--- src/core_sys_pkg.sv ---
// shared constants and types for the core status and interrupt signal link
package core_sys_pkg;
  localparam int          DATA_W         = 32;
  localparam int          ADDR_W         = 8;
  localparam int          INT_W          = 6;
  localparam int          SRC_W          = 63;
  localparam int          ENC_MAX        = 63;
  localparam int          EVT_W          = 8;
  // status register field positions
  localparam int          ERROR_LEVEL_POS   = 2;
  localparam int          EXC_LEVEL_POS     = 1;
  localparam int          REDUCED_POWER_POS = 27;
  // register offsets on the software port
  localparam logic [7:0]  STATUS_OFS     = 8'h00;
  localparam logic [7:0]  COUNT_OFS      = 8'h04;
  localparam logic [7:0]  COMPARE_OFS    = 8'h08;
  localparam logic [7:0]  EVENT_OFS      = 8'h0c;
  localparam logic [7:0]  MASK_OFS       = 8'h10;
  localparam logic [7:0]  LEVEL_OFS      = 8'h14;
  localparam logic [7:0]  ROUTE_OFS      = 8'h00;
  localparam logic [7:0]  SYS_STATE_OFS  = 8'h04;
  // event bit layout
  localparam int          EVT_TIMER      = 6;
  localparam int          EVT_SLEEP      = 7;
  localparam int          TIMER_LINE     = 5;
  // reset values and count step
  localparam logic [31:0] COMPARE_RST    = 32'hffffffff;
  localparam logic [31:0] COUNT_STEP     = 32'h00000001;
  localparam logic [7:0]  EVT_CLEAR      = 8'h00;
  localparam logic [5:0]  INT_NONE       = 6'h00;
  typedef enum logic [1:0] {ROUTE_MUX, ROUTE_OR, ROUTE_ENCODE} route_type;
  typedef enum {RUNNING, SLEEPING} run_type;
endpackage : core_sys_pkg

--- src/core_link_if.sv ---
// status, sleep, timer and interrupt request wires between core and system glue
`timescale 1ns/1ps
interface core_link_if;
  import core_sys_pkg::*;
  logic             error_level_out;
  logic             exception_level_out;
  logic             reduced_power_out;
  logic             sleep_out;
  logic             timer_match_irq;
  logic [INT_W-1:0] irq_req;
  modport device (output error_level_out, exception_level_out, reduced_power_out, sleep_out,
                  timer_match_irq, input irq_req);
  modport system (input error_level_out, exception_level_out, reduced_power_out, sleep_out,
                  timer_match_irq, output irq_req);
endinterface : core_link_if

--- src/core_status_end.sv ---
// core end: status bits, sleep, count/compare timer and interrupt request capture
//
// The register addresses and the strobed register port were chosen for this implementation.
`timescale 1ns/1ps
module core_status_end
(
  input  wire logic                            ref_clk,       // core clock
  input  wire logic                            nrst,          // sync reset, low active
  core_link_if.device                          link,          // system-facing wires
  input  wire logic [core_sys_pkg::ADDR_W-1:0] addr,          // register address
  input  wire logic [core_sys_pkg::DATA_W-1:0] wdata,         // write data
  input  wire logic                            wr,            // write strobe
  input  wire logic                            rd,            // read strobe
  output logic      [core_sys_pkg::DATA_W-1:0] rdata,         // read data, cycle after rd
  input  wire logic                            exc_reset,     // soft reset exception taken
  input  wire logic                            exc_nmi,       // nmi exception taken
  input  wire logic                            exc_debug,     // debug exception taken
  input  wire logic                            exc_other,     // any other exception taken
  input  wire logic                            exc_return,    // return from exception
  input  wire logic                            wait_exec,     // wait instruction executed
  output logic      [core_sys_pkg::INT_W-1:0]  irq_level,     // synchronised request levels
  output logic                                 irq            // unmasked event pending
);
  import core_sys_pkg::*;

  logic [DATA_W-1:0] status;
  logic [DATA_W-1:0] count;
  logic [DATA_W-1:0] compare;
  logic [EVT_W-1:0]  events;
  logic [EVT_W-1:0]  mask;
  logic [INT_W-1:0]  sync1;
  logic [INT_W-1:0]  sync2;
  logic [INT_W-1:0]  sync3;
  logic [INT_W-1:0]  level;
  logic              timer_match;
  run_type           run_state;
  run_type           next_run_state;

  wire sel_status  = addr == STATUS_OFS;
  wire sel_count   = addr == COUNT_OFS;
  wire sel_compare = addr == COMPARE_OFS;
  wire sel_event   = addr == EVENT_OFS;
  wire sel_mask    = addr == MASK_OFS;
  wire sel_level   = addr == LEVEL_OFS;

  wire wr_status   = wr && sel_status;
  wire wr_compare  = wr && sel_compare;
  wire wr_count    = wr && sel_count;

  // error level entry outranks exception level entry
  wire err_entry   = exc_reset || exc_nmi;
  wire exc_entry   = exc_other && !exc_debug && !err_entry;

  // a change counts only once the second and third stages agree
  wire [INT_W-1:0] next_level = (sync2 == sync3) ? sync3 : level;
  wire [INT_W-1:0] level_rise = next_level & ~level;
  wire             wake       = |(level & mask[INT_W-1:0]);
  wire             next_match = (count == compare) && !wr_compare;
  wire             sleep_set  = (run_state == RUNNING) && (next_run_state == SLEEPING);

  wire [EVT_W-1:0] evt_set = {sleep_set, next_match && !timer_match, level_rise};
  wire [EVT_W-1:0] evt_clr = (wr && sel_event) ? wdata[EVT_W-1:0] : EVT_CLEAR;

  wire [DATA_W-1:0] read_mux =
      sel_status  ? status :
      sel_count   ? count :
      sel_compare ? compare :
      sel_event   ? DATA_W'(events) :
      sel_mask    ? DATA_W'(mask) :
      sel_level   ? DATA_W'(level) : '0;

  always_comb begin
    case (run_state)
      RUNNING:  next_run_state = wait_exec ? SLEEPING : RUNNING;
      SLEEPING: next_run_state = wake ? RUNNING : SLEEPING;
      default:  next_run_state = RUNNING;
    endcase
  end

  // three-stage capture of the asynchronous request lines
  always_ff @(posedge ref_clk) begin
    if (!nrst) begin
      sync1 <= INT_NONE;
      sync2 <= INT_NONE;
      sync3 <= INT_NONE;
      level <= INT_NONE;
    end else begin
      sync1 <= link.irq_req;
      sync2 <= sync1;
      sync3 <= sync2;
      level <= next_level;
    end
  end

  // status: hardware entries win over a software write in the same cycle
  always_ff @(posedge ref_clk) begin
    if (!nrst) begin
      status                    <= '0;
      status[ERROR_LEVEL_POS]   <= 1'b1;
    end else begin
      if (wr_status) begin
        status[REDUCED_POWER_POS] <= wdata[REDUCED_POWER_POS];
        status[ERROR_LEVEL_POS]   <= wdata[ERROR_LEVEL_POS];
        status[EXC_LEVEL_POS]     <= wdata[EXC_LEVEL_POS];
      end
      if (exc_return && !err_entry && !exc_entry) begin
        if (status[ERROR_LEVEL_POS])
          status[ERROR_LEVEL_POS] <= 1'b0;
        else
          status[EXC_LEVEL_POS]   <= 1'b0;
      end
      if (err_entry)
        status[ERROR_LEVEL_POS]   <= 1'b1;
      if (exc_entry)
        status[EXC_LEVEL_POS]     <= 1'b1;
    end
  end

  // count steps on every edge without a count write; the core clock never really stops here
  always_ff @(posedge ref_clk) begin
    if (!nrst) begin
      count       <= '0;
      compare     <= COMPARE_RST;
      timer_match <= 1'b0;
    end else begin
      count       <= wr_count ? wdata : count + COUNT_STEP;
      if (wr_compare)
        compare   <= wdata;
      timer_match <= next_match || (timer_match && !wr_compare);
    end
  end

  always_ff @(posedge ref_clk) begin
    if (!nrst) begin
      run_state <= RUNNING;
      events    <= EVT_CLEAR;
      mask      <= EVT_CLEAR;
      rdata     <= '0;
    end else begin
      run_state <= next_run_state;
      events    <= (events & ~evt_clr) | evt_set;
      if (wr && sel_mask)
        mask    <= wdata[EVT_W-1:0];
      rdata     <= rd ? read_mux : '0;
    end
  end

  assign link.error_level_out     = status[ERROR_LEVEL_POS];
  assign link.exception_level_out = status[EXC_LEVEL_POS];
  assign link.reduced_power_out   = status[REDUCED_POWER_POS];
  assign link.sleep_out           = run_state == SLEEPING;
  assign link.timer_match_irq     = timer_match;
  assign irq_level                = level;
  assign irq                      = |(events & mask);
endmodule : core_status_end

--- src/flat_wrapper.sv ---
// flat-port wrapper written by rule: the top's interface ports become plain ports
module core_status_end_flat import core_sys_pkg::*;
  (ref_clk, nrst, addr, wdata, wr, rd, rdata, exc_reset, exc_nmi, exc_debug, exc_other, exc_return, wait_exec, irq_level, irq, link_error_level_out, link_exception_level_out, link_reduced_power_out, link_sleep_out, link_timer_match_irq, link_irq_req);
  core_link_if link_i ();
  input  wire logic ref_clk;
  input  wire logic nrst;
  input  wire logic [core_sys_pkg::ADDR_W-1:0] addr;
  input  wire logic [core_sys_pkg::DATA_W-1:0] wdata;
  input  wire logic wr;
  input  wire logic rd;
  output logic      [core_sys_pkg::DATA_W-1:0] rdata;
  input  wire logic exc_reset;
  input  wire logic exc_nmi;
  input  wire logic exc_debug;
  input  wire logic exc_other;
  input  wire logic exc_return;
  input  wire logic wait_exec;
  output logic      [core_sys_pkg::INT_W-1:0] irq_level;
  output logic irq;
  output wire logic [$bits(link_i.error_level_out)-1:0] link_error_level_out;
  output wire logic [$bits(link_i.exception_level_out)-1:0] link_exception_level_out;
  output wire logic [$bits(link_i.reduced_power_out)-1:0] link_reduced_power_out;
  output wire logic [$bits(link_i.sleep_out)-1:0] link_sleep_out;
  output wire logic [$bits(link_i.timer_match_irq)-1:0] link_timer_match_irq;
  input wire logic [$bits(link_i.irq_req)-1:0] link_irq_req;
  assign link_error_level_out = link_i.error_level_out;
  assign link_exception_level_out = link_i.exception_level_out;
  assign link_reduced_power_out = link_i.reduced_power_out;
  assign link_sleep_out = link_i.sleep_out;
  assign link_timer_match_irq = link_i.timer_match_irq;
  assign link_i.irq_req = link_irq_req;
  core_status_end u_core (.ref_clk(ref_clk), .nrst(nrst), .link(link_i), .addr(addr), .wdata(wdata), .wr(wr), .rd(rd), .rdata(rdata), .exc_reset(exc_reset), .exc_nmi(exc_nmi), .exc_debug(exc_debug), .exc_other(exc_other), .exc_return(exc_return), .wait_exec(wait_exec), .irq_level(irq_level), .irq(irq));
endmodule
--- config.mk ---
export PLATFORM = sky130hd
export DESIGN_NAME = core_status_end_flat
export DESIGN_NICKNAME = d
export VERILOG_FILES = /design/src/core_sys_pkg.sv /design/src/core_link_if.sv /design/src/core_status_end.sv /design/src/flat_wrapper.sv
export SDC_FILE = /design/constraint.sdc
export NUM_CORES = 1
export LEC_CHECK = 0
export BUFFER_PORTS_ARGS = -buffer_cell sky130_fd_sc_hd__buf_2
export CORE_ASPECT_RATIO = 1.2
export CORE_UTILIZATION = 33
export CTS_CLUSTER_DIAMETER = 150
export DETAILED_ROUTE_END_ITERATION = 16
export PLACE_DENSITY = 0.61
export SLEW_MARGIN = 5
export SYNTH_ARGS = -nofsm -noshare
export SYNTH_HDL_FRONTEND = slang
export SYNTH_SLANG_ARGS = --single-unit
export TNS_END_PERCENT = 5
--- constraint.sdc ---
create_clock -name ref_clk -period 2.6 [get_ports ref_clk]
set_input_delay 0.39 -clock ref_clk [delete_from_list [all_inputs] [get_ports ref_clk]]
set_output_delay 0.39 -clock ref_clk [all_outputs]
set_load 0.03 [all_outputs]
==> reports/results.ini <==
[critical_path]
cp.arrival_ns=2.40
endpoint_kind=flop
max_stage_delay_ns=0.44
cp-start-kind=flop
cp_cell_sequence=ha_1 > and3_1 > nand3_1 > nor4_2 > o31a_1 > o21ai_1
critPathBufInv=0
cp_slowest_cell=dfxtp_1
critPathMaxFanout=6
cp.required_ns=2.92
worstSetupPathType=reg2reg
crit_family=simple AND/OR/NAND/NOR gates

[synthesis]
syn_avg_cell_area_um2=8.830
yosys_register_bits=141
async_reset_ff_share_pct=0
synth_flop_cell=dfxtp_1
synthTopCellsByArea=dfxtp_1 45%, xor2_1 6.5%, nand2_1 5.4%
synthCells=712
synthesis.nets=769
seq_area_frac_synth_pct=44.90
synth_top_area_cell=dfxtp_1
synth_cell_type_count=55
synth_edf_count=0
syn_area_mm2=0.006287
yosys.area.top_type_share_pct=44.90
yosysWarnings=0

[sta]
max_freq_ghz=0.4798
finalMaxSlewViolations=0
finalClockSkew_ns=0.007337
hold_viol_final=0
finalCritPeriodShare_pct=80.17
period_minus_slack_ns=2.084
tightestPinTransition_ns=0.6316
tns_ns=0
setup_violations=0
grt_setup_unrepaired=no
relSlewSlack_pct=57.57

[detailed_routing]
first_pass_iters=5
initialDrtViolationCount=470
vias=5388
ant_nets=0
vias_per_cell=5.088
drc=0
wl_um=17210
routedWlPerCell_um=16.25

[clocking]
post_cts_buffers=0
clock_path_buffers=2
cts_root_buffer=clkbuf_16
cts_sinks=141
cts_tree=done
cts.htree.levels=4
postCtsHoldBufs=0
cts_resized=0
cts_made_buffers=17
clkSlewWorstSetupHoldPaths_ns=0.06
clk_latency_ns=0.43

[global_route]
grt_pass1_wl_um=27790
antenna_found_initial=0
grt_pass1_vias=5223
overflow=0
grt_max_degree=66
track_usage_pct=18.38

[die]
io_pins=100
die_w_um=128.0
die_area_mm2=0.01961
rows=54
dieHeight_um=153.2
coreArea_mm2=0.01845
start_util_pct=34.09

[power]
p_leak_nw=3.061
ir_drop_mv=0.4545
powerDensity_mw_per_mm2=647.2

[layout]
multiInputGateArea_mm2=0.003148
fillCellCount=1890
seq_area_mm2=0.002823
syn2layout_area_growth_pct=19.80
finalNetCount=851
layout-drive-gt1-share_pct=19.45
finalInstanceArea_mm2=0.007532
n_antenna_cell=0

[min_path]
hp-class=in2reg

[placement]
gp_congestion=0.8240
port-buffer-count=99
dpl_cell_area_mm2=0.006953
place_hpwl_um=12060

[run_status]
run_status=finished clean

[flow_run]
maxCapViolCount=0

## final timing paths
path              slack (ns)                     endpoint                  startpoint  cells past startpoint
setup / recovery        0.52  u_core.count[30]$_SDFF_PN0_  u_core.count[0]$_SDFF_PN0_                      6
hold / removal          0.16   u_core.sync1[2]$_SDFF_PN0_             link_irq_req[2]                      2
setup reg to reg        0.52  u_core.count[30]$_SDFF_PN0_  u_core.count[0]$_SDFF_PN0_                      6
hold reg to reg         0.43   u_core.sync2[4]$_SDFF_PN0_  u_core.sync1[4]$_SDFF_PN0_                      1
## through the flow
stage | setup WS [ns] | util (%) | hold slack, ns | power, mW | cells
floorplan | 0.5701 | - | 0.4119 | 2.395 | 712
global placement | 0.3319 | 37.70 | 0.4164 | 2.507 | 1027
detailed placement | 0.3006 | 37.70 | 0.4199 | 2.508 | 1027
CTS | 0.5625 | 40.84 | 0.1531 | 4.903 | 1059
global route | 0.3864 | 40.84 | 0.1605 | 5.030 | 1059
finish | 0.5157 | 40.84 | 0.1614 | 4.875 | 1059
## cell usage after synthesis (2+ instances only)
cell	number
and4_1	5
a21oi_1	24
mux2_2	5
buf_6	6
mux2i_1	18
a211oi_1	12
a22oi_1	34
nor3b_1	6
buf_2	13
xor2_1	47
o22ai_1	7
nand2_1	91
a21boi_0	7
nor3_1	7
o211a_1	5
a41oi_1	2
inv_1	5
o211ai_1	2
nor2_1	66
nor4_1	13
xnor2_1	20
clkbuf_1	24
and3_1	6
and2_1	21
o21ai_0	18
or3_1	2
o21a_1	7
nand3_1	50
nor2b_1	6
o32ai_1	2
nand2b_1	2
buf_4	7
nand4_1	8
a21o_1	2
a32oi_1	2
dfxtp_1	141
## report_power, final
part,switching (mW),total [mW],internal (mW)
clock,0.952,2.41,1.46
combinational,0.149,0.248,0.0983
sequential,0.0248,2.21,2.19
## per-layer routing
| layer | GRT usage, % | vias up | part of all wire (%) | wire length [um] |
|---|---|---|---|---|
| li1 | - | 2652 | - | - |
| met1 | 22.67 | 2540 | 44 | 7556 |
| met2 | 30.93 | 167 | 49 | 8420 |
| met3 | 4.200 | 29 | 5.2 | 893 |
| met4 | 6.891 | 0 | 2.0 | 339 |
| met5 | 0 | - | 0 | 0 |
## worst register-to-register path: cells and delay by family, from the launching register on
family | cells | cell delay, ns
AND/OR/NAND/NOR | 3 | 1.03
flip-flops | 1 | 0.44
AO/OA/AOI/OAI | 2 | 0.26
adder cells (fa/ha/maj) | 1 | 0.23
## cell families after synthesis
family	after synthesis	synth area share, %
xor+xnor	67	9.333
mux	23	3.761
compound gates	131	14.29
buf+inv	58	5.054
flops	141	44.90
fa+ha+maj	1	0.1990
simple gates	291	22.47
## layout by cell type, fill, tap and decap left out, types with 6 or more instances in the layout
| master | count |
|---|---|
| buf_2 | 99 |
| xor2_1 | 47 |
| nand4_1 | 8 |
| dfxtp_1 | 141 |
| o22ai_1 | 7 |
| nor3b_1 | 6 |
| nand2_1 | 91 |
| nand3_1 | 50 |
| a211oi_1 | 12 |
| clkbuf_16 | 17 |
| a21oi_1 | 24 |
| and2_1 | 21 |
| buf_4 | 15 |
| and3_1 | 6 |
| a22oi_1 | 34 |
| a21boi_0 | 7 |
| o21a_1 | 7 |
| nor3_1 | 7 |
| xnor2_1 | 20 |
| o21ai_0 | 18 |
| mux2i_1 | 18 |
| nor2b_1 | 6 |
| nor4_1 | 13 |
| nor2_1 | 66 |
## registers in the layout, indices dropped and copies added, names as in the netlist, 6 cells and up
register          count
u_core.sync2          6
u_core.rdata         32
u_core.sync3          6
u_core.irq_level      6
u_core.count         32
u_core.compare       32
u_core.sync1          6
u_core.mask           8
u_core.events         8
## layout make-up
class | instances | share of cell area [%]
inverters | 5 | 0.2492
clock inverters | 9 | 1.478
repair buffers | 116 | 8.605
clock buffers | 23 | 6.213
multi-input cells | 513 | 41.79
flip-flops and latches | 141 | 37.48
well taps | 252 | 4.186
(Power assumes the default switching activity.)
